**config.mk**
```make
export PLATFORM = sky130hd
export DESIGN_NAME = sgf_ctrl
export DESIGN_NICKNAME = d
export VERILOG_FILES = /design/src/logic/sgf_pkg.sv /design/src/logic/sgf_fifo.sv /design/src/logic/sgf_mem.sv /design/src/logic/sgf_ctrl.sv
export SDC_FILE = /design/constraint.sdc
export NUM_CORES = 1
export LEC_CHECK = 0
export BUFFER_PORTS_ARGS = -buffer_cell sky130_fd_sc_hd__buf_2
export CAP_MARGIN = 40
export CORE_ASPECT_RATIO = 1.75
export CORE_UTILIZATION = 50
export CTS_CLUSTER_SIZE = 10
export DETAILED_ROUTE_END_ITERATION = 12
export PLACE_DENSITY = 0.77
export SLEW_MARGIN = 20
export SYNTH_ARGS = -nofsm -noshare
export SYNTH_HDL_FRONTEND = slang
export SYNTH_SLANG_ARGS = --single-unit
```
**constraint.sdc**
```tcl
create_clock -name clk -period 8.4 [get_ports clk]
set_clock_uncertainty 0.05 [all_clocks]
set_input_delay 0.84 -clock clk [delete_from_list [all_inputs] [get_ports clk]]
set_output_delay 0.84 -clock clk [all_outputs]
set_load 0.05 [all_outputs]
```
**src/logic/sgf_pkg.sv**
```systemverilog
// shared constants and carrier types for the bridge converter control block
// assumes a single 250 MHz clock; times are turned into cycle counts here
package sgf_pkg;
    localparam int CLK_PERIOD_NS = 4;
    localparam int US_NS = 1000;
    localparam int US_CYC = US_NS / CLK_PERIOD_NS;
    localparam int CONV_SHORT_US = 50;
    localparam int CONV_LONG_US = 100;
    localparam int CONV_SHORT_CYC = CONV_SHORT_US * US_NS / CLK_PERIOD_NS;
    localparam int CONV_LONG_CYC = CONV_LONG_US * US_NS / CLK_PERIOD_NS;
    localparam int MIN_BUS_US = 250;
    localparam int SLOTS = 10;
    localparam int MIN_SLOTS = 3;
    localparam int FIFO_DEPTH = 8;
    localparam int FIR_FILL = 16;
    localparam logic [15:0] SLOT_INVALID = 16'h8000;
    localparam logic [23:0] VALUE_INVALID = 24'h800000;
    localparam logic [3:0] IIR_MAX = 4'h8;
    localparam logic [3:0] CODE_MAX = 4'hd;
    localparam logic [15:0] RATE_FINE = 16'h0001;
    localparam logic [7:0] CYC_LONG = 8'h01;
    localparam int ST_INVALID = 0;
    localparam int ST_OPEN = 1;
    localparam int ST_NOSYNC = 2;
    localparam int ST_MOD_SUP = 3;
    localparam int ST_EXC_SUP = 4;
    localparam int ST_FIR_BUSY = 5;
    localparam logic [7:0] HEALTH_RST = 8'h00;
    localparam logic [31:0] STAMP_RST = 32'h00000000;

    typedef enum logic {SGF_MULTI = 1'b0, SGF_EXT = 1'b1} sgf_model_t;

    typedef struct packed {
        logic [7:0] filter_and_range_config;
        logic [15:0] rate_mode_select;
        logic [7:0] coded_output_rate;
        logic [15:0] fine_step_output_rate;
        logic [7:0] converter_cycle_select;
    } sgf_cfg_t;

    typedef struct packed {
        logic open;
        logic invalid;
        logic [23:0] raw;
    } sgf_sample_t;
endpackage

```
**src/logic/sgf_fifo.sv**
```systemverilog
// small synchronous fifo between the converter and the sample store
// assumes one clock; in_ready is a flop, out_valid follows the fill count
`timescale 1ns/1ps
`default_nettype none
module sgf_fifo #(
    parameter int W = 26,
    parameter int D = 8
) (
    input wire logic clk,
    input wire logic sys_rst,
    input wire logic [W-1:0] in_data,
    input wire logic in_valid,
    output logic in_ready,
    output logic [W-1:0] out_data,
    output logic out_valid,
    input wire logic out_ready
);
    localparam int AW = $clog2(D);
    logic [W-1:0] mem_q [D];
    logic [AW-1:0] wp_q, wp_d, rp_q, rp_d;
    logic [AW:0] cnt_q, cnt_d;
    logic rdy_q, rdy_d, push, pop;

    // pointer and fill bookkeeping; ready is precomputed so it is glitch free
    always_comb begin
        push = in_valid && rdy_q;
        pop = out_ready && (cnt_q != '0);
        wp_d = push ? wp_q + 1'b1 : wp_q;
        rp_d = pop ? rp_q + 1'b1 : rp_q;
        cnt_d = cnt_q + {{AW{1'b0}}, push} - {{AW{1'b0}}, pop};
        rdy_d = cnt_d != (AW+1)'(D);
    end

    always_ff @(posedge clk or posedge sys_rst) begin
        if (sys_rst) begin
            wp_q <= '0;
            rp_q <= '0;
            cnt_q <= '0;
            rdy_q <= 1'b1;
        end else begin
            wp_q <= wp_d;
            rp_q <= rp_d;
            cnt_q <= cnt_d;
            rdy_q <= rdy_d;
        end
    end

    // storage has no reset; only written slots are ever read
    always_ff @(posedge clk) begin
        if (push) begin
            mem_q[wp_q] <= in_data;
        end
    end

    assign in_ready = rdy_q;
    assign out_valid = cnt_q != '0;
    assign out_data = mem_q[rp_q];
endmodule
`default_nettype wire

```
**src/logic/sgf_mem.sv**
```systemverilog
// two-bank store for multisample results, read data from a register
// assumes one writer and one reader in the same clock domain
`timescale 1ns/1ps
`default_nettype none
module sgf_mem #(
    parameter int W = 16,
    parameter int N = 32
) (
    input wire logic clk,
    input wire logic we,
    input wire logic [$clog2(N)-1:0] waddr,
    input wire logic [W-1:0] wdata,
    input wire logic [$clog2(N)-1:0] raddr,
    output logic [W-1:0] rdata_q
);
    logic [W-1:0] mem_q [N];

    // read before write (a same-cycle write is not seen), read registered one cycle later
    always_ff @(posedge clk) begin
        if (we) begin
            mem_q[waddr] <= wdata;
        end
        rdata_q <= mem_q[raddr];
    end
endmodule
`default_nettype wire

```
**src/logic/sgf_ctrl.sv**
```systemverilog
// register-level control and status for a single bridge converter channel
// assumes the cyclic bus exchange presents config as levels and marks
// each bus cycle with a one-cycle bus_cycle_start pulse
`timescale 1ns/1ps
`default_nettype none
// Functional notes
// - converter not lockable to bus cycle sets the sync status bit.
// - sync indication sits in status bit 2; 0 means synchronous.
// - each multisample slot holds a 16-bit signed sample.
// - three to ten samples per bus cycle, set by bus and converter cycles.
// - surplus conversions drop the oldest; only the latest are returned.
// - bus cycle not a multiple of converter cycle fills slots with 0x8000.
// - filter bits 0-3: 0000 bypasses IIR, 0001-1000 pick levels 1-8.
// - filter bits 4-6 pick range; master keeps bit 7 low.
// - rate mode 0 (reset) uses coded rate, 1 uses fine-step rate.
// - coded rate 0000-1101 maps to 2.5 up to 7500 samples per second.
// - coded rate 1110 or 1111 reports an invalid input value.
// - fine-step N sets N times 0.1 Hz; zero disables FIR.
// - supply fault gives invalid value and clears active filter history.
// - status bit 0 flags invalid value, bit 1 flags open bridge.
// - status bit 3 shows module supply fault.
// - status bit 4 shows excitation supply fault.
// - status bit 5 high until FIR filled; bits 2, 6, 7 reserved.
// - 32-bit microsecond timestamp captured at each conversion completion.
// - multisample update interval equals converter cycle, 50 or 100 us.
module sgf_ctrl
    import sgf_pkg::*;
#(
    parameter int SHORT_CYC = CONV_SHORT_CYC,
    parameter int LONG_CYC = CONV_LONG_CYC
) (
    input wire logic clk,
    input wire logic sys_rst,
    input wire logic bus_cycle_start,
    input wire sgf_pkg::sgf_model_t model_sel,
    input wire sgf_pkg::sgf_cfg_t cfg,
    input wire sgf_pkg::sgf_sample_t conv_sample,
    input wire logic conv_valid,
    output logic conv_ready,
    input wire logic module_supply_fault,
    input wire logic excite_supply_fault,
    input wire logic [3:0] slot_sel,
    output logic [15:0] slot_data_q,
    output logic [7:0] health_q,
    output logic [31:0] stamp_q,
    output logic conv_start_q,
    output logic [3:0] iir_level_q,
    output logic [2:0] range_q,
    output logic fir_en_q,
    output logic [16:0] fir_rate_q,
    output logic filter_clear_q,
    output logic [23:0] ext_value_q
);
    import sgf_pkg::*;

    // coded rate in tenths of a hertz
    function automatic logic [16:0] coded_tenths(input logic [3:0] c);
        case (c)
            4'h0: coded_tenths = 17'd25;
            4'h1: coded_tenths = 17'd50;
            4'h2: coded_tenths = 17'd100;
            4'h3: coded_tenths = 17'd150;
            4'h4: coded_tenths = 17'd250;
            4'h5: coded_tenths = 17'd300;
            4'h6: coded_tenths = 17'd500;
            4'h7: coded_tenths = 17'd600;
            4'h8: coded_tenths = 17'd1000;
            4'h9: coded_tenths = 17'd5000;
            4'ha: coded_tenths = 17'd10000;
            4'hb: coded_tenths = 17'd20000;
            4'hc: coded_tenths = 17'd37500;
            4'hd: coded_tenths = 17'd75000;
            default: coded_tenths = 17'd0;
        endcase
    endfunction

    logic multi, fine, rate_bad, supply_bad, fir_on;
    logic [7:0] us_div_q, us_div_d;
    logic [31:0] us_cnt_q, us_cnt_d, stamp_d;
    logic [14:0] conv_cnt_q, conv_cnt_d, conv_last;
    logic conv_start_d, nosync_q, nosync_d;
    sgf_sample_t ff_out;
    logic ff_valid, ff_ready, push, pop;

    assign multi = model_sel == SGF_MULTI;
    assign fine = cfg.rate_mode_select == RATE_FINE;
    assign rate_bad = !fine && (cfg.coded_output_rate[3:0] > CODE_MAX);
    assign supply_bad = module_supply_fault || excite_supply_fault;
    assign fir_on = !fine || (cfg.fine_step_output_rate != 16'h0000);
    // reserved cycle codes fall back to the short cycle
    assign conv_last = (cfg.converter_cycle_select == CYC_LONG) ?
        15'(LONG_CYC - 1) : 15'(SHORT_CYC - 1);
    // a sample is taken when the fifo accepts it, not when the store drains it
    assign push = conv_valid && conv_ready;
    // drain stalls in the snapshot cycle so no sample straddles two banks
    assign ff_ready = !bus_cycle_start;
    assign pop = ff_valid && ff_ready;

    sgf_fifo #(.W($bits(sgf_sample_t)), .D(FIFO_DEPTH)) u_fifo (
        .clk(clk),
        .sys_rst(sys_rst),
        .in_data(conv_sample),
        .in_valid(conv_valid),
        .in_ready(conv_ready),
        .out_data(ff_out),
        .out_valid(ff_valid),
        .out_ready(ff_ready)
    );

    // timing: microsecond clock, converter pacing and bus lock check
    always_comb begin
        us_div_d = (us_div_q == 8'(US_CYC - 1)) ? 8'h00 : us_div_q + 8'h01;
        us_cnt_d = (us_div_q == 8'(US_CYC - 1)) ? us_cnt_q + 32'h1 : us_cnt_q;
        stamp_d = push ? us_cnt_q : stamp_q;
        conv_cnt_d = (conv_cnt_q >= conv_last) ? 15'h0 : conv_cnt_q + 15'h1;
        nosync_d = nosync_q;
        if (bus_cycle_start && multi) begin
            // a whole multiple of the converter cycle lands back on phase 0
            nosync_d = conv_cnt_q != 15'h0;
            conv_cnt_d = 15'h1;
        end
        if (!multi) begin
            nosync_d = 1'b0;
        end
        conv_start_d = multi && (conv_cnt_d == 15'h0);
    end

    always_ff @(posedge clk or posedge sys_rst) begin
        if (sys_rst) begin
            us_div_q <= 8'h00;
            us_cnt_q <= STAMP_RST;
            stamp_q <= STAMP_RST;
            conv_cnt_q <= 15'h0;
            nosync_q <= 1'b0;
            conv_start_q <= 1'b0;
        end else begin
            us_div_q <= us_div_d;
            us_cnt_q <= us_cnt_d;
            stamp_q <= stamp_d;
            conv_cnt_q <= conv_cnt_d;
            nosync_q <= nosync_d;
            conv_start_q <= conv_start_d;
        end
    end

    // capture: ring of ten per bank, bank flips at every bus cycle
    logic bank_q, bank_d, rd_bank_q, rd_bank_d;
    logic [3:0] wp_q, wp_d, rd_start_q, rd_start_d, rd_cnt_q, rd_cnt_d;
    logic [4:0] n_q, n_d, sum;
    logic open_acc_q, open_acc_d, inv_acc_q, inv_acc_d;
    logic open_q, open_d, inv_q, inv_d, mem_we;
    logic [4:0] fill_q, fill_d;
    logic [23:0] ext_d;
    logic [15:0] mem_rd;
    logic [3:0] raddr_lo;

    always_comb begin
        bank_d = bank_q;
        wp_d = wp_q;
        n_d = n_q;
        rd_bank_d = rd_bank_q;
        rd_start_d = rd_start_q;
        rd_cnt_d = rd_cnt_q;
        open_acc_d = open_acc_q;
        inv_acc_d = inv_acc_q;
        open_d = open_q;
        inv_d = inv_q;
        fill_d = fill_q;
        ext_d = ext_value_q;
        mem_we = pop && multi;
        if (pop && multi) begin
            wp_d = (wp_q == 4'(SLOTS - 1)) ? 4'h0 : wp_q + 4'h1;
            n_d = (n_q == 5'h1f) ? n_q : n_q + 5'h01;
            open_acc_d = open_acc_q || ff_out.open;
            inv_acc_d = inv_acc_q || ff_out.invalid;
        end
        if (bus_cycle_start && multi) begin
            rd_bank_d = bank_q;
            // past ten samples the oldest live one sits at the write pointer
            rd_start_d = (n_q >= 5'(SLOTS)) ? wp_q : 4'h0;
            rd_cnt_d = (n_q >= 5'(SLOTS)) ? 4'(SLOTS) : n_q[3:0];
            bank_d = !bank_q;
            wp_d = 4'h0;
            n_d = 5'h00;
            open_d = open_acc_q; // open bridge in any sample of the cycle
            inv_d = inv_acc_q;
            open_acc_d = 1'b0;
            inv_acc_d = 1'b0;
        end
        if (pop && !multi) begin
            open_d = ff_out.open;
            inv_d = ff_out.invalid;
            fill_d = (fill_q == 5'(FIR_FILL)) ? fill_q : fill_q + 5'h01;
            ext_d = (ff_out.invalid || rate_bad || supply_bad) ?
                VALUE_INVALID : ff_out.raw;
        end
        if (supply_bad || !fir_on || multi) begin
            fill_d = 5'h00;
        end
        if ((supply_bad || rate_bad) && !multi) begin
            ext_d = VALUE_INVALID;
        end
    end

    always_ff @(posedge clk or posedge sys_rst) begin
        if (sys_rst) begin
            bank_q <= 1'b0;
            wp_q <= 4'h0;
            n_q <= 5'h00;
            rd_bank_q <= 1'b1;
            rd_start_q <= 4'h0;
            rd_cnt_q <= 4'h0;
            open_acc_q <= 1'b0;
            inv_acc_q <= 1'b0;
            open_q <= 1'b0;
            inv_q <= 1'b0;
            fill_q <= 5'h00;
            ext_value_q <= VALUE_INVALID;
        end else begin
            bank_q <= bank_d;
            wp_q <= wp_d;
            n_q <= n_d;
            rd_bank_q <= rd_bank_d;
            rd_start_q <= rd_start_d;
            rd_cnt_q <= rd_cnt_d;
            open_acc_q <= open_acc_d;
            inv_acc_q <= inv_acc_d;
            open_q <= open_d;
            inv_q <= inv_d;
            fill_q <= fill_d;
            ext_value_q <= ext_d;
        end
    end

    assign sum = {1'b0, rd_start_q} + {1'b0, slot_sel};
    assign raddr_lo = (sum >= 5'(SLOTS)) ? 4'(sum - 5'(SLOTS)) : sum[3:0];

    sgf_mem #(.W(16), .N(32)) u_mem (
        .clk(clk),
        .we(mem_we),
        .waddr({bank_q, wp_q}),
        .wdata(ff_out.raw[23:8]),
        .raddr({rd_bank_q, raddr_lo}),
        .rdata_q(mem_rd)
    );

    // outputs: slot read pipeline, status and filter setup
    logic slot_inv_q, slot_inv_d;
    logic [15:0] slot_d;
    logic [7:0] health_d;
    logic [3:0] iir_d;
    logic [16:0] rate_d;

    always_comb begin
        slot_inv_d = nosync_q || !multi || (slot_sel >= rd_cnt_q);
        slot_d = slot_inv_q ? SLOT_INVALID : mem_rd;
        health_d = HEALTH_RST;
        health_d[ST_OPEN] = open_q;
        if (multi) begin
            health_d[ST_INVALID] = inv_q;
            health_d[ST_NOSYNC] = nosync_q;
        end else begin
            health_d[ST_INVALID] = inv_q || rate_bad || supply_bad;
            health_d[ST_MOD_SUP] = module_supply_fault;
            health_d[ST_EXC_SUP] = excite_supply_fault;
            health_d[ST_FIR_BUSY] = fir_on && (fill_q != 5'(FIR_FILL));
        end
        // undefined levels above eight fall back to bypass
        iir_d = (cfg.filter_and_range_config[3:0] > IIR_MAX) ?
            4'h0 : cfg.filter_and_range_config[3:0];
        rate_d = fine ? {1'b0, cfg.fine_step_output_rate} :
            coded_tenths(cfg.coded_output_rate[3:0]);
    end

    always_ff @(posedge clk or posedge sys_rst) begin
        if (sys_rst) begin
            slot_inv_q <= 1'b1;
            slot_data_q <= SLOT_INVALID;
            health_q <= HEALTH_RST;
            iir_level_q <= 4'h0;
            range_q <= 3'h0;
            fir_en_q <= 1'b0;
            fir_rate_q <= 17'h0;
            filter_clear_q <= 1'b1;
        end else begin
            slot_inv_q <= slot_inv_d;
            slot_data_q <= slot_d;
            health_q <= health_d;
            iir_level_q <= iir_d;
            range_q <= cfg.filter_and_range_config[6:4];
            fir_en_q <= fir_on;
            fir_rate_q <= rate_d;
            filter_clear_q <= supply_bad;
        end
    end
endmodule
`default_nettype wire

```
==> results.txt, run 1 <==
----------------------------------------------------
[Status]
  Run status ... complete, no violations

[Clock tree]
  CTS clock-pin slew for the worst setup and hold paths ... about 0.06 ns
  Buffer cell driving the clock tree root ... sky130_fd_sc_hd__clkbuf_16
  TritonCTS clock tree ... built
  Clock sinks ... 937
  Max clock buf depth ... 3
  Post-cts hold buffer count ... 0
  TritonCTS Buffers ... 104
  Number of buffers inserted by post-CTS setup repair ... 0
  Latest clock arrival within the worst-skew pair ... 0.70 ns
  Clock H-tree levels ... 3
  Number of instances resized during post-cts repair ... 0

[Placed design]
  Placer's final routability congestion estimate ... 0.922
  Count of input and output buffers ... around 190
  Final HPWL DP ... 63400 µm

[Worst setup path]
  Data arrival, critical path ... 6.01 ns
  Total buffers and inverters traversed by the critical path ... 2
  Cell chain of the critical path ... ha_2 -> fa_1 -> clkinv_1 -> ha_1 -> o311a_4 -> a31o_4 -> o21ai_4 -> buf_12 -> nand3_1 -> and3_1 -> or4_1 -> a2111oi_2
  Worst Setup Path Type ... reg2reg
  Slowest Stage Delay on Critical Path ... between 0.8 and 0.9 ns
  Reg2reg end ... u_mem.rdata_q[4]$_DFF_P_
  Top Family by Delay on Critical Path ... adder cells
  Slowest cell on the critical path ... sky130_fd_sc_hd__fa_1
  Worst setup EP type ... flop
  Worst reg2reg setup slack ... 2.92 ns
  Critical R2R Launch ... rd_start_q[0]$_DFFE_PP0P_
  Maximum net fanout on the critical path ... 223
  Data required time of the critical path ... between 8 and 9 ns
  Depth of the most critical reg-to-reg path ... 12
  Worst Setup Start Kind ... flop

[STA]
  Final critical delay including setup and external delays ... between 5 and 6 ns
  Final hold violation count ... 0
  TNS Setup ... 0 ns
  Slew of the pin with the lowest slew margin ... ~1.1 ns
  Max transition margin ... 0.266
  Upper clock frequency limit ... 0.183 GHz
  Number of endpoints failing setup at the final stage ... 0
  Final worst-path cycle share ... 0.652
  Tightest hold margin ... 0.0804 ns
  Setup repair after global routing missed its margin ... false
  Final count of pins violating max slew ... 0

[Floorplan]
  Num ports ... 201
  Die span in y ... 371 µm
  Core outline area ... 77200 µm²
  Overall die area ... ~79000 µm²
  Width of the die ... 213 µm
  Effective utilization at floorplan ... 0.504
  Number of placement rows ... 135

[Synth]
  Post-synth cell types ... 76
  Area fraction of the dominant cell type after synthesis ... 0.556
  Synth Instances ... between 2000 and 3000
  Register area share after synthesis ... 0.693
  Number of warnings reported in the yosys synthesis log ... 0
  Synth top area cells ... sky130_fd_sc_hd__edfxtp_1 (56%), sky130_fd_sc_hd__dfrtp_1 (13%), sky130_fd_sc_hd__mux4_2 (3.9%), sky130_fd_sc_hd__nand3_1 (3.0%), sky130_fd_sc_hd__nor2_1 (2.2%)
  Commonest register cell after synthesis ... sky130_fd_sc_hd__edfxtp_1
  Number of enable flip-flop cells after synthesis ... 720
  Leading area contributor after synthesis ... sky130_fd_sc_hd__edfxtp_1
  Seq cells post-synth ... between 900 and 1000
  Mean Syn Cell Area ... ~14 µm²
  Area of the mapped netlist ... 38900 µm²
  Synth async-reset ratio ... 0.215

[Global routing]
  Total global routing overflow ... 0
  Maximum number of pins on one net before global-route repair ... 224
  Global-route wire length before repair ... between 150000 and 200000 µm
  Antenna violations before repair ... 2
  Overall routing resource usage ... 0.257
  Via count of the first global-routing pass ... 26000

[Power]
  P per Cell Area ... 295 nW/µm²
  Standby leakage power ... 0.0167 µW
  Peak supply drop ... 0.000217 V

[Cells and area]
  Post-layout util ... 0.581
  Net count, final ... about 3100
  Layout cells sized above 1 ... 0.193
  Signed area change from the synthesized netlist to the final layout ... 15.2%

[Worst hold path]
  Tightest Hold Check Type ... in2async

[Routing]
  Routed Wire Length ... between 100000 and 150000 µm
  Via count ... ~25000
  Pre-antenna DRT Iters ... 6
  Initial drt markers ... 2865
  Antenna-violating nets left ... 0
  Routed wire length per instance ... 24.4 µm
  Drc violations ... 0
  Average vias per placed instance ... roughly 6

[Flow run]
  Number of violations of the max-capacitance limit ... 0

----------------------------------------------------
## worst reg2reg max path: cells and delay by family, from the launching register on
kind,cells,cell delay [ns]
flip-flops,1,0.38
AND/OR/NAND/NOR,3,1.29
adder cells (fa/ha/maj),3,1.47
AO/OA/AOI/OAI,4,1.15
buffers and inverters,2,1.04
## per-layer routing
layer | vias to the layer above | part of all wire | GRT usage
met5 | - | 0.00024 | 0
met4 | 4 | 0.056 | 0.160
li1 | 11000 | - | -
met2 | 1424 | 0.51 | 0.441
met1 | 12600 | 0.34 | 0.291
met3 | 269 | 0.092 | 0.0562
## cell families after synthesis
group	share of synthesized area
and+or+nand+nor	0.114
adders and majority gates	0.0139
xor gates and xnor gates	0.0149
buffers and inverters	0.0251
AOI/OAI and AO/OA	0.0815
muxes	0.0567
other	0.0000964
DFF	0.693
## power by group
part | switching (µW) | leakage (µW) | internal [µW] | total [µW]
combinational | 2000 | 0.00599 | 870 | 2870
sequential | 171 | 0.00929 | 6030 | 6200
clock | 1800 | 0.00146 | 2350 | 4150
total | 3970 | 0.0167 | 9260 | 13200
## worst max-delay path by stage
| stage | from | slack [ns] | end | cells after the start |
|---|---|---|---|---|
| 4_1_cts | rd_start_q[0]$_DFFE_PP0P_ | 3.03 | u_mem.rdata_q[9]$_DFF_P_ | 12 |
| 6_report | rd_start_q[0]$_DFFE_PP0P_ | 2.92 | u_mem.rdata_q[4]$_DFF_P_ | 12 |
| 2_1_floorplan | sys_rst | 2.04 | bank_q$_DFFE_PP0P_ | 1 |
| 5_1_grt | rd_start_q[0]$_DFFE_PP0P_ | 2.73 | u_mem.rdata_q[11]$_DFF_P_ | 12 |
| 3_5_place_dp | slot_sel[0] | 2.43 | u_mem.rdata_q[9]$_DFF_P_ | 13 |
| 3_3_place_gp | slot_sel[0] | 2.10 | u_mem.rdata_q[7]$_DFF_P_ | 14 |
## flip-flops by register name (all words and copies together) (netlist names), 16 cells and up
register,count
ext_value_q,24
u_fifo.mem_q,208
u_mem.rdata_q,16
us_cnt_q,32
fir_rate_q,17
stamp_q,32
slot_data_q,16
u_mem.mem_q,512
## placed cells by master, fill, tap and decap left out, types with 26 or more instances in the layout
| cell type | Yosys | layout |
|---|---|---|
| sky130_fd_sc_hd__ha_1 | 40 | 39 |
| sky130_fd_sc_hd__clkbuf_1 | 144 | 79 |
| sky130_fd_sc_hd__o21ai_0 | 156 | 155 |
| sky130_fd_sc_hd__and3_1 | 104 | 104 |
| sky130_fd_sc_hd__a21boi_0 | 30 | 30 |
| sky130_fd_sc_hd__nand3_1 | 237 | 237 |
| sky130_fd_sc_hd__o22ai_1 | 45 | 45 |
| sky130_fd_sc_hd__clkbuf_16 | 0 | 104 |
| sky130_fd_sc_hd__a31oi_1 | 37 | 37 |
| sky130_fd_sc_hd__nand2_1 | 145 | 145 |
| sky130_fd_sc_hd__inv_1 | 48 | 46 |
| sky130_fd_sc_hd__o211ai_1 | 46 | 46 |
| sky130_fd_sc_hd__buf_4 | 5 | 47 |
| sky130_fd_sc_hd__mux2i_1 | 27 | 27 |
| sky130_fd_sc_hd__xor2_1 | 26 | 26 |
| sky130_fd_sc_hd__buf_2 | 22 | 195 |
| sky130_fd_sc_hd__mux4_2 | 67 | 67 |
| sky130_fd_sc_hd__edfxtp_1 | 720 | 720 |
| sky130_fd_sc_hd__nor3b_1 | 31 | 31 |
| sky130_fd_sc_hd__mux2_2 | 38 | 38 |
| sky130_fd_sc_hd__a211o_1 | 31 | 31 |
| sky130_fd_sc_hd__o31ai_1 | 28 | 28 |
| sky130_fd_sc_hd__xnor2_1 | 40 | 40 |
| sky130_fd_sc_hd__nor2_1 | 228 | 203 |
| sky130_fd_sc_hd__dfrtp_1 | 195 | 193 |
## Yosys cell counts, types with 31 or more instances
master                     count
sky130_fd_sc_hd__nor2_1      228
sky130_fd_sc_hd__edfxtp_1    720
sky130_fd_sc_hd__o211ai_1     46
sky130_fd_sc_hd__nand3_1     237
sky130_fd_sc_hd__o21ai_0     156
sky130_fd_sc_hd__mux4_2       67
sky130_fd_sc_hd__mux2_2       38
sky130_fd_sc_hd__and3_1      104
sky130_fd_sc_hd__dfrtp_1     195
sky130_fd_sc_hd__inv_1        48
sky130_fd_sc_hd__nand2_1     145
sky130_fd_sc_hd__clkbuf_1    144
sky130_fd_sc_hd__nor3b_1      31
sky130_fd_sc_hd__ha_1         40
sky130_fd_sc_hd__a31oi_1      37
sky130_fd_sc_hd__xnor2_1      40
sky130_fd_sc_hd__a211o_1      31
sky130_fd_sc_hd__o22ai_1      45
## final cells by class
class                   count  area (µm²)
diodes                      1        2.50
well taps                1027        1280
clock inverters             8         163
inverters                  50         195
flip-flops and latches    937       27000
clock buffers             185        2930
fillers                  5813       32400
repair buffers            293        2130
multi-input cells        1606       11100
## metrics by stage
stage / area (µm²) / total power (µW) / worst slack (ns) / cells
2_1_floorplan: 38900 / 7870 / 2.04 / 2783
3_3_place_gp: 41000 / 8800 / 2.10 / 3861
3_5_place_dp: 41700 / 9130 / 2.43 / 3911
4_1_cts: 44800 / 13300 / 3.03 / 4104
5_1_grt: 44800 / 13600 / 2.73 / 4106
6_report: 44800 / 13200 / 2.92 / 4107
Power figures use the tool's default switching activity.
==> run 2, diff against run 1 <==
--- a/config.mk
+++ b/config.mk
@@ -11,7 +11,7 @@
 export CORE_UTILIZATION = 50
 export CTS_CLUSTER_SIZE = 10
 export DETAILED_ROUTE_END_ITERATION = 12
-export PLACE_DENSITY = 0.77
+export PLACE_DENSITY = 0.8
 export SLEW_MARGIN = 20
 export SYNTH_ARGS = -nofsm -noshare
 export SYNTH_HDL_FRONTEND = slang
==> constraint.sdc (replaced) <==
create_clock -name clk -period 4.45 [get_ports clk]
set_clock_uncertainty 0.05 [all_clocks]
set_input_delay 0.445 -clock clk [delete_from_list [all_inputs] [get_ports clk]]
set_output_delay 0.445 -clock clk [all_outputs]
set_load 0.05 [all_outputs]
==> results.txt, run 2 (synthesized netlist as in run 1, its figures left out) <==
----------------------------------------------------
[Routing]
  Average vias per placed instance ... 6.03
  Antenna-violating nets left ... 0
  Via count ... 25200
  Drc violations ... 0
  Routed wire length per instance ... roughly 24 µm
  Routed Wire Length ... 98900 µm
  Initial drt markers ... 2606
  Pre-antenna DRT Iters ... 5

[Cells and area]
  Register bank with the most flops ... u_mem.mem_q
  Post-layout util ... 0.587
  Number of flip-flops in the largest register ... 512
  Leading registers by flop count ... u_mem.mem_q (512), u_fifo.mem_q (208)
  Signed area change from the synthesized netlist to the final layout ... 16.4%
  Highest-count cells in the layout ignoring fill and taps ... sky130_fd_sc_hd__edfxtp_1 (720), sky130_fd_sc_hd__nand3_1 (237), sky130_fd_sc_hd__nor2_1 (225)
  Final non-filler cell area ... 45300 µm²
  Net count, final ... approximately 3200
  Layout cells sized above 1 ... 0.186
  Leading cell type in the layout, fill and taps excluded ... sky130_fd_sc_hd__edfxtp_1

[Status]
  Run status ... complete, no violations

[Worst setup path]
  Data required time of the critical path ... 4.95 ns
  Top Family by Delay on Critical Path ... simple AND/OR/NAND/NOR gates
  Data arrival, critical path ... between 4 and 5 ns
  Critical R2R Launch ... rd_start_q[0]$_DFFE_PP0P_
  Cell chain of the critical path ... ha_2 -> fa_1 -> xnor2_1 -> ha_2 -> or4b_1 -> a21oi_1 -> or4_1 -> nor2_1 -> a211oi_1 -> buf_12 -> nor3b_1 -> or4_1 -> a2111oi_1
  Worst Setup Path Type ... reg2reg
  Slowest cell on the critical path ... sky130_fd_sc_hd__or4_1
  Worst setup EP type ... flop
  Total buffers and inverters traversed by the critical path ... 1
  Worst Setup Start Kind ... flop
  Worst reg2reg setup slack ... 0.18 ns
  Depth of the most critical reg-to-reg path ... 13
  Slowest Stage Delay on Critical Path ... roughly 0.69 ns
  Maximum net fanout on the critical path ... 16
  Critical path depth in cells ... 13
  Reg2reg end ... u_mem.rdata_q[15]$_DFF_P_

[Floorplan]
  Die span in y ... 371 µm
  Effective utilization at floorplan ... 0.504
  Core outline area ... 77200 µm²
  Width of the die ... around 210 µm
  Num ports ... 201
  Number of placement rows ... about 140
  Overall die area ... 79000 µm²

[Global routing]
  Global-route wire length before repair ... 149000 µm
  Antenna violations before repair ... 1
  Maximum number of pins on one net before global-route repair ... 123
  Overall routing resource usage ... 0.252
  Via count of the first global-routing pass ... 26000
  Total global routing overflow ... 0

[Clock tree]
  TritonCTS clock tree ... built
  CTS clock-pin slew for the worst setup and hold paths ... approximately 0.060 ns
  Clock sinks ... 937
  Max clock buf depth ... 3
  Clock H-tree levels ... 3
  Latest clock arrival within the worst-skew pair ... approximately 0.70 ns
  Buffer cell driving the clock tree root ... sky130_fd_sc_hd__clkbuf_16
  TritonCTS Buffers ... 104
  Number of buffers inserted by post-CTS setup repair ... 0

[Power]
  Share of total power in combinational logic ... 0.213
  Standby leakage power ... around 0.017 µW
  Net switching share of the total power ... 0.299
  Peak supply drop ... 0.000395 V
  P per Cell Area ... 552 nW/µm²
  Internal power ... 17500 µW
  Flop pwr share ... 0.472
  Net switching power ... 7470 µW
  Power share of the clock group ... 0.315

[Worst hold path]
  Tightest Hold Check Type ... in2reg
  Worst hold stages ... 3
  Hold Crit Start ... cfg[16]
  WHS Endpoint ... fir_rate_q[8]$_DFF_PP0_

[STA]
  Final critical delay including setup and external delays ... 4.27 ns
  Final worst-path cycle share ... 0.960
  Slew of the pin with the lowest slew margin ... 0.854 ns
  Number of endpoints failing setup at the final stage ... 0
  Final count of pins violating max slew ... 0
  Max transition margin ... 0.430
  Final WS setup ... 0.180 ns
  Final hold violation count ... 0
  Upper clock frequency limit ... approximately 0.23 GHz

[Placed design]
  Cell Area, Placed ... 41700 µm²
  Worst slack after detailed placement ... 0.0754 ns
  Count of input and output buffers ... 193
  Placer's final routability congestion estimate ... 0.899
  Final HPWL DP ... 61700 µm

[Flow run]
  Number of violations of the max-capacitance limit ... 0

----------------------------------------------------
## run 2: changes by cell type in the layout (fill, tap and decap cells not counted), moves of 2 or more
cell                            previous run  this run
sky130_fd_sc_hd__buf_16                    8         1
sky130_fd_sc_hd__buf_8                    18         6
sky130_fd_sc_hd__nor2_1                  203       225
sky130_fd_sc_hd__clkinv_16                 4         2
sky130_fd_sc_hd__a21oi_2                   4         0
sky130_fd_sc_hd__dlygate4sd3_1             0        49
sky130_fd_sc_hd__clkbuf_8                  2         0
sky130_fd_sc_hd__a21oi_1                  19        23
sky130_fd_sc_hd__buf_6                    20         0
sky130_fd_sc_hd__buf_12                    3        18
sky130_fd_sc_hd__nor2_2                   25         3
sky130_fd_sc_hd__inv_16                    0         2
sky130_fd_sc_hd__buf_4                    47        96
sky130_fd_sc_hd__clkbuf_1                 79        82
## run 2: worst reg2reg max path: cells and delay by family (launching register included)
kind	cells	cell delay, ns
AO/OA/AOI/OAI	3	0.61
XOR/XNOR	1	0.26
adder cells (fa/ha/maj)	3	0.89
buffers and inverters	1	0.20
flip-flops	1	0.38
AND/OR/NAND/NOR	5	1.74
## run 2: worst max path at each step
stage,from,to,slack [ns]
2_1_floorplan,slot_sel[0],u_mem.rdata_q[5]$_DFF_P_,0.27
3_3_place_gp,slot_sel[0],u_mem.rdata_q[5]$_DFF_P_,0.13
3_5_place_dp,slot_sel[0],u_mem.rdata_q[15]$_DFF_P_,0.08
4_1_cts,rd_start_q[0]$_DFFE_PP0P_,u_mem.rdata_q[15]$_DFF_P_,0.27
5_1_grt,rd_start_q[0]$_DFFE_PP0P_,u_mem.rdata_q[0]$_DFF_P_,-0.03
6_report,rd_start_q[0]$_DFFE_PP0P_,u_mem.rdata_q[15]$_DFF_P_,0.18
## run 2: power groups by stage
stage	clock network, µW	logic (µW)	registers, µW
after floorplan	0	2820	12000
after global placement	0	4770	12100
after detailed placement	0	5220	12000
after CTS	7970	5280	11800
after global routing	8290	5600	11900
final	7870	5330	11800
## run 2: area by class of cell
class,instances,area [µm²]
Clock buffer,187,2940
Clock inverter,9,169
Antenna cell,2,5.00
Tap cell,1027,1280
Fill cell,5738,31900
Multi-Input combinational cell,1606,11100
Timing Repair Buffer,364,2660
Inverter,50,191
Sequential cell,937,27000
## run 2: per-stage QoR
stage	std cells	setup TNS (ns)	total power, µW	hold WS, ns
floorplan	2783	0	14900	0.304
global placement	3925	0	16800	0.311
detailed placement	3935	0	17200	0.316
CTS	4180	0	25100	0.0120
global route	4181	-0.0788	25800	0.0624
finish	4182	0	25000	0.0664
## run 2: metal layers
layer  part of all wire  routed length, µm  global-route usage  vias up
met4              0.068               6710               0.176        0
met1               0.34              33200               0.270    12500
met2               0.52              51800               0.447     1259
met3              0.072               7130              0.0435      307
met5                  0                  0                   0        -
li1                   -                  -                   -    11100
## run 2: what timing repair did
action,4_1_cts,5_1_grt
hold buffers,49,0
endpoints found under the hold margin,425,0
setup endpoints to repair,0,1
gates resized for setup,0,1
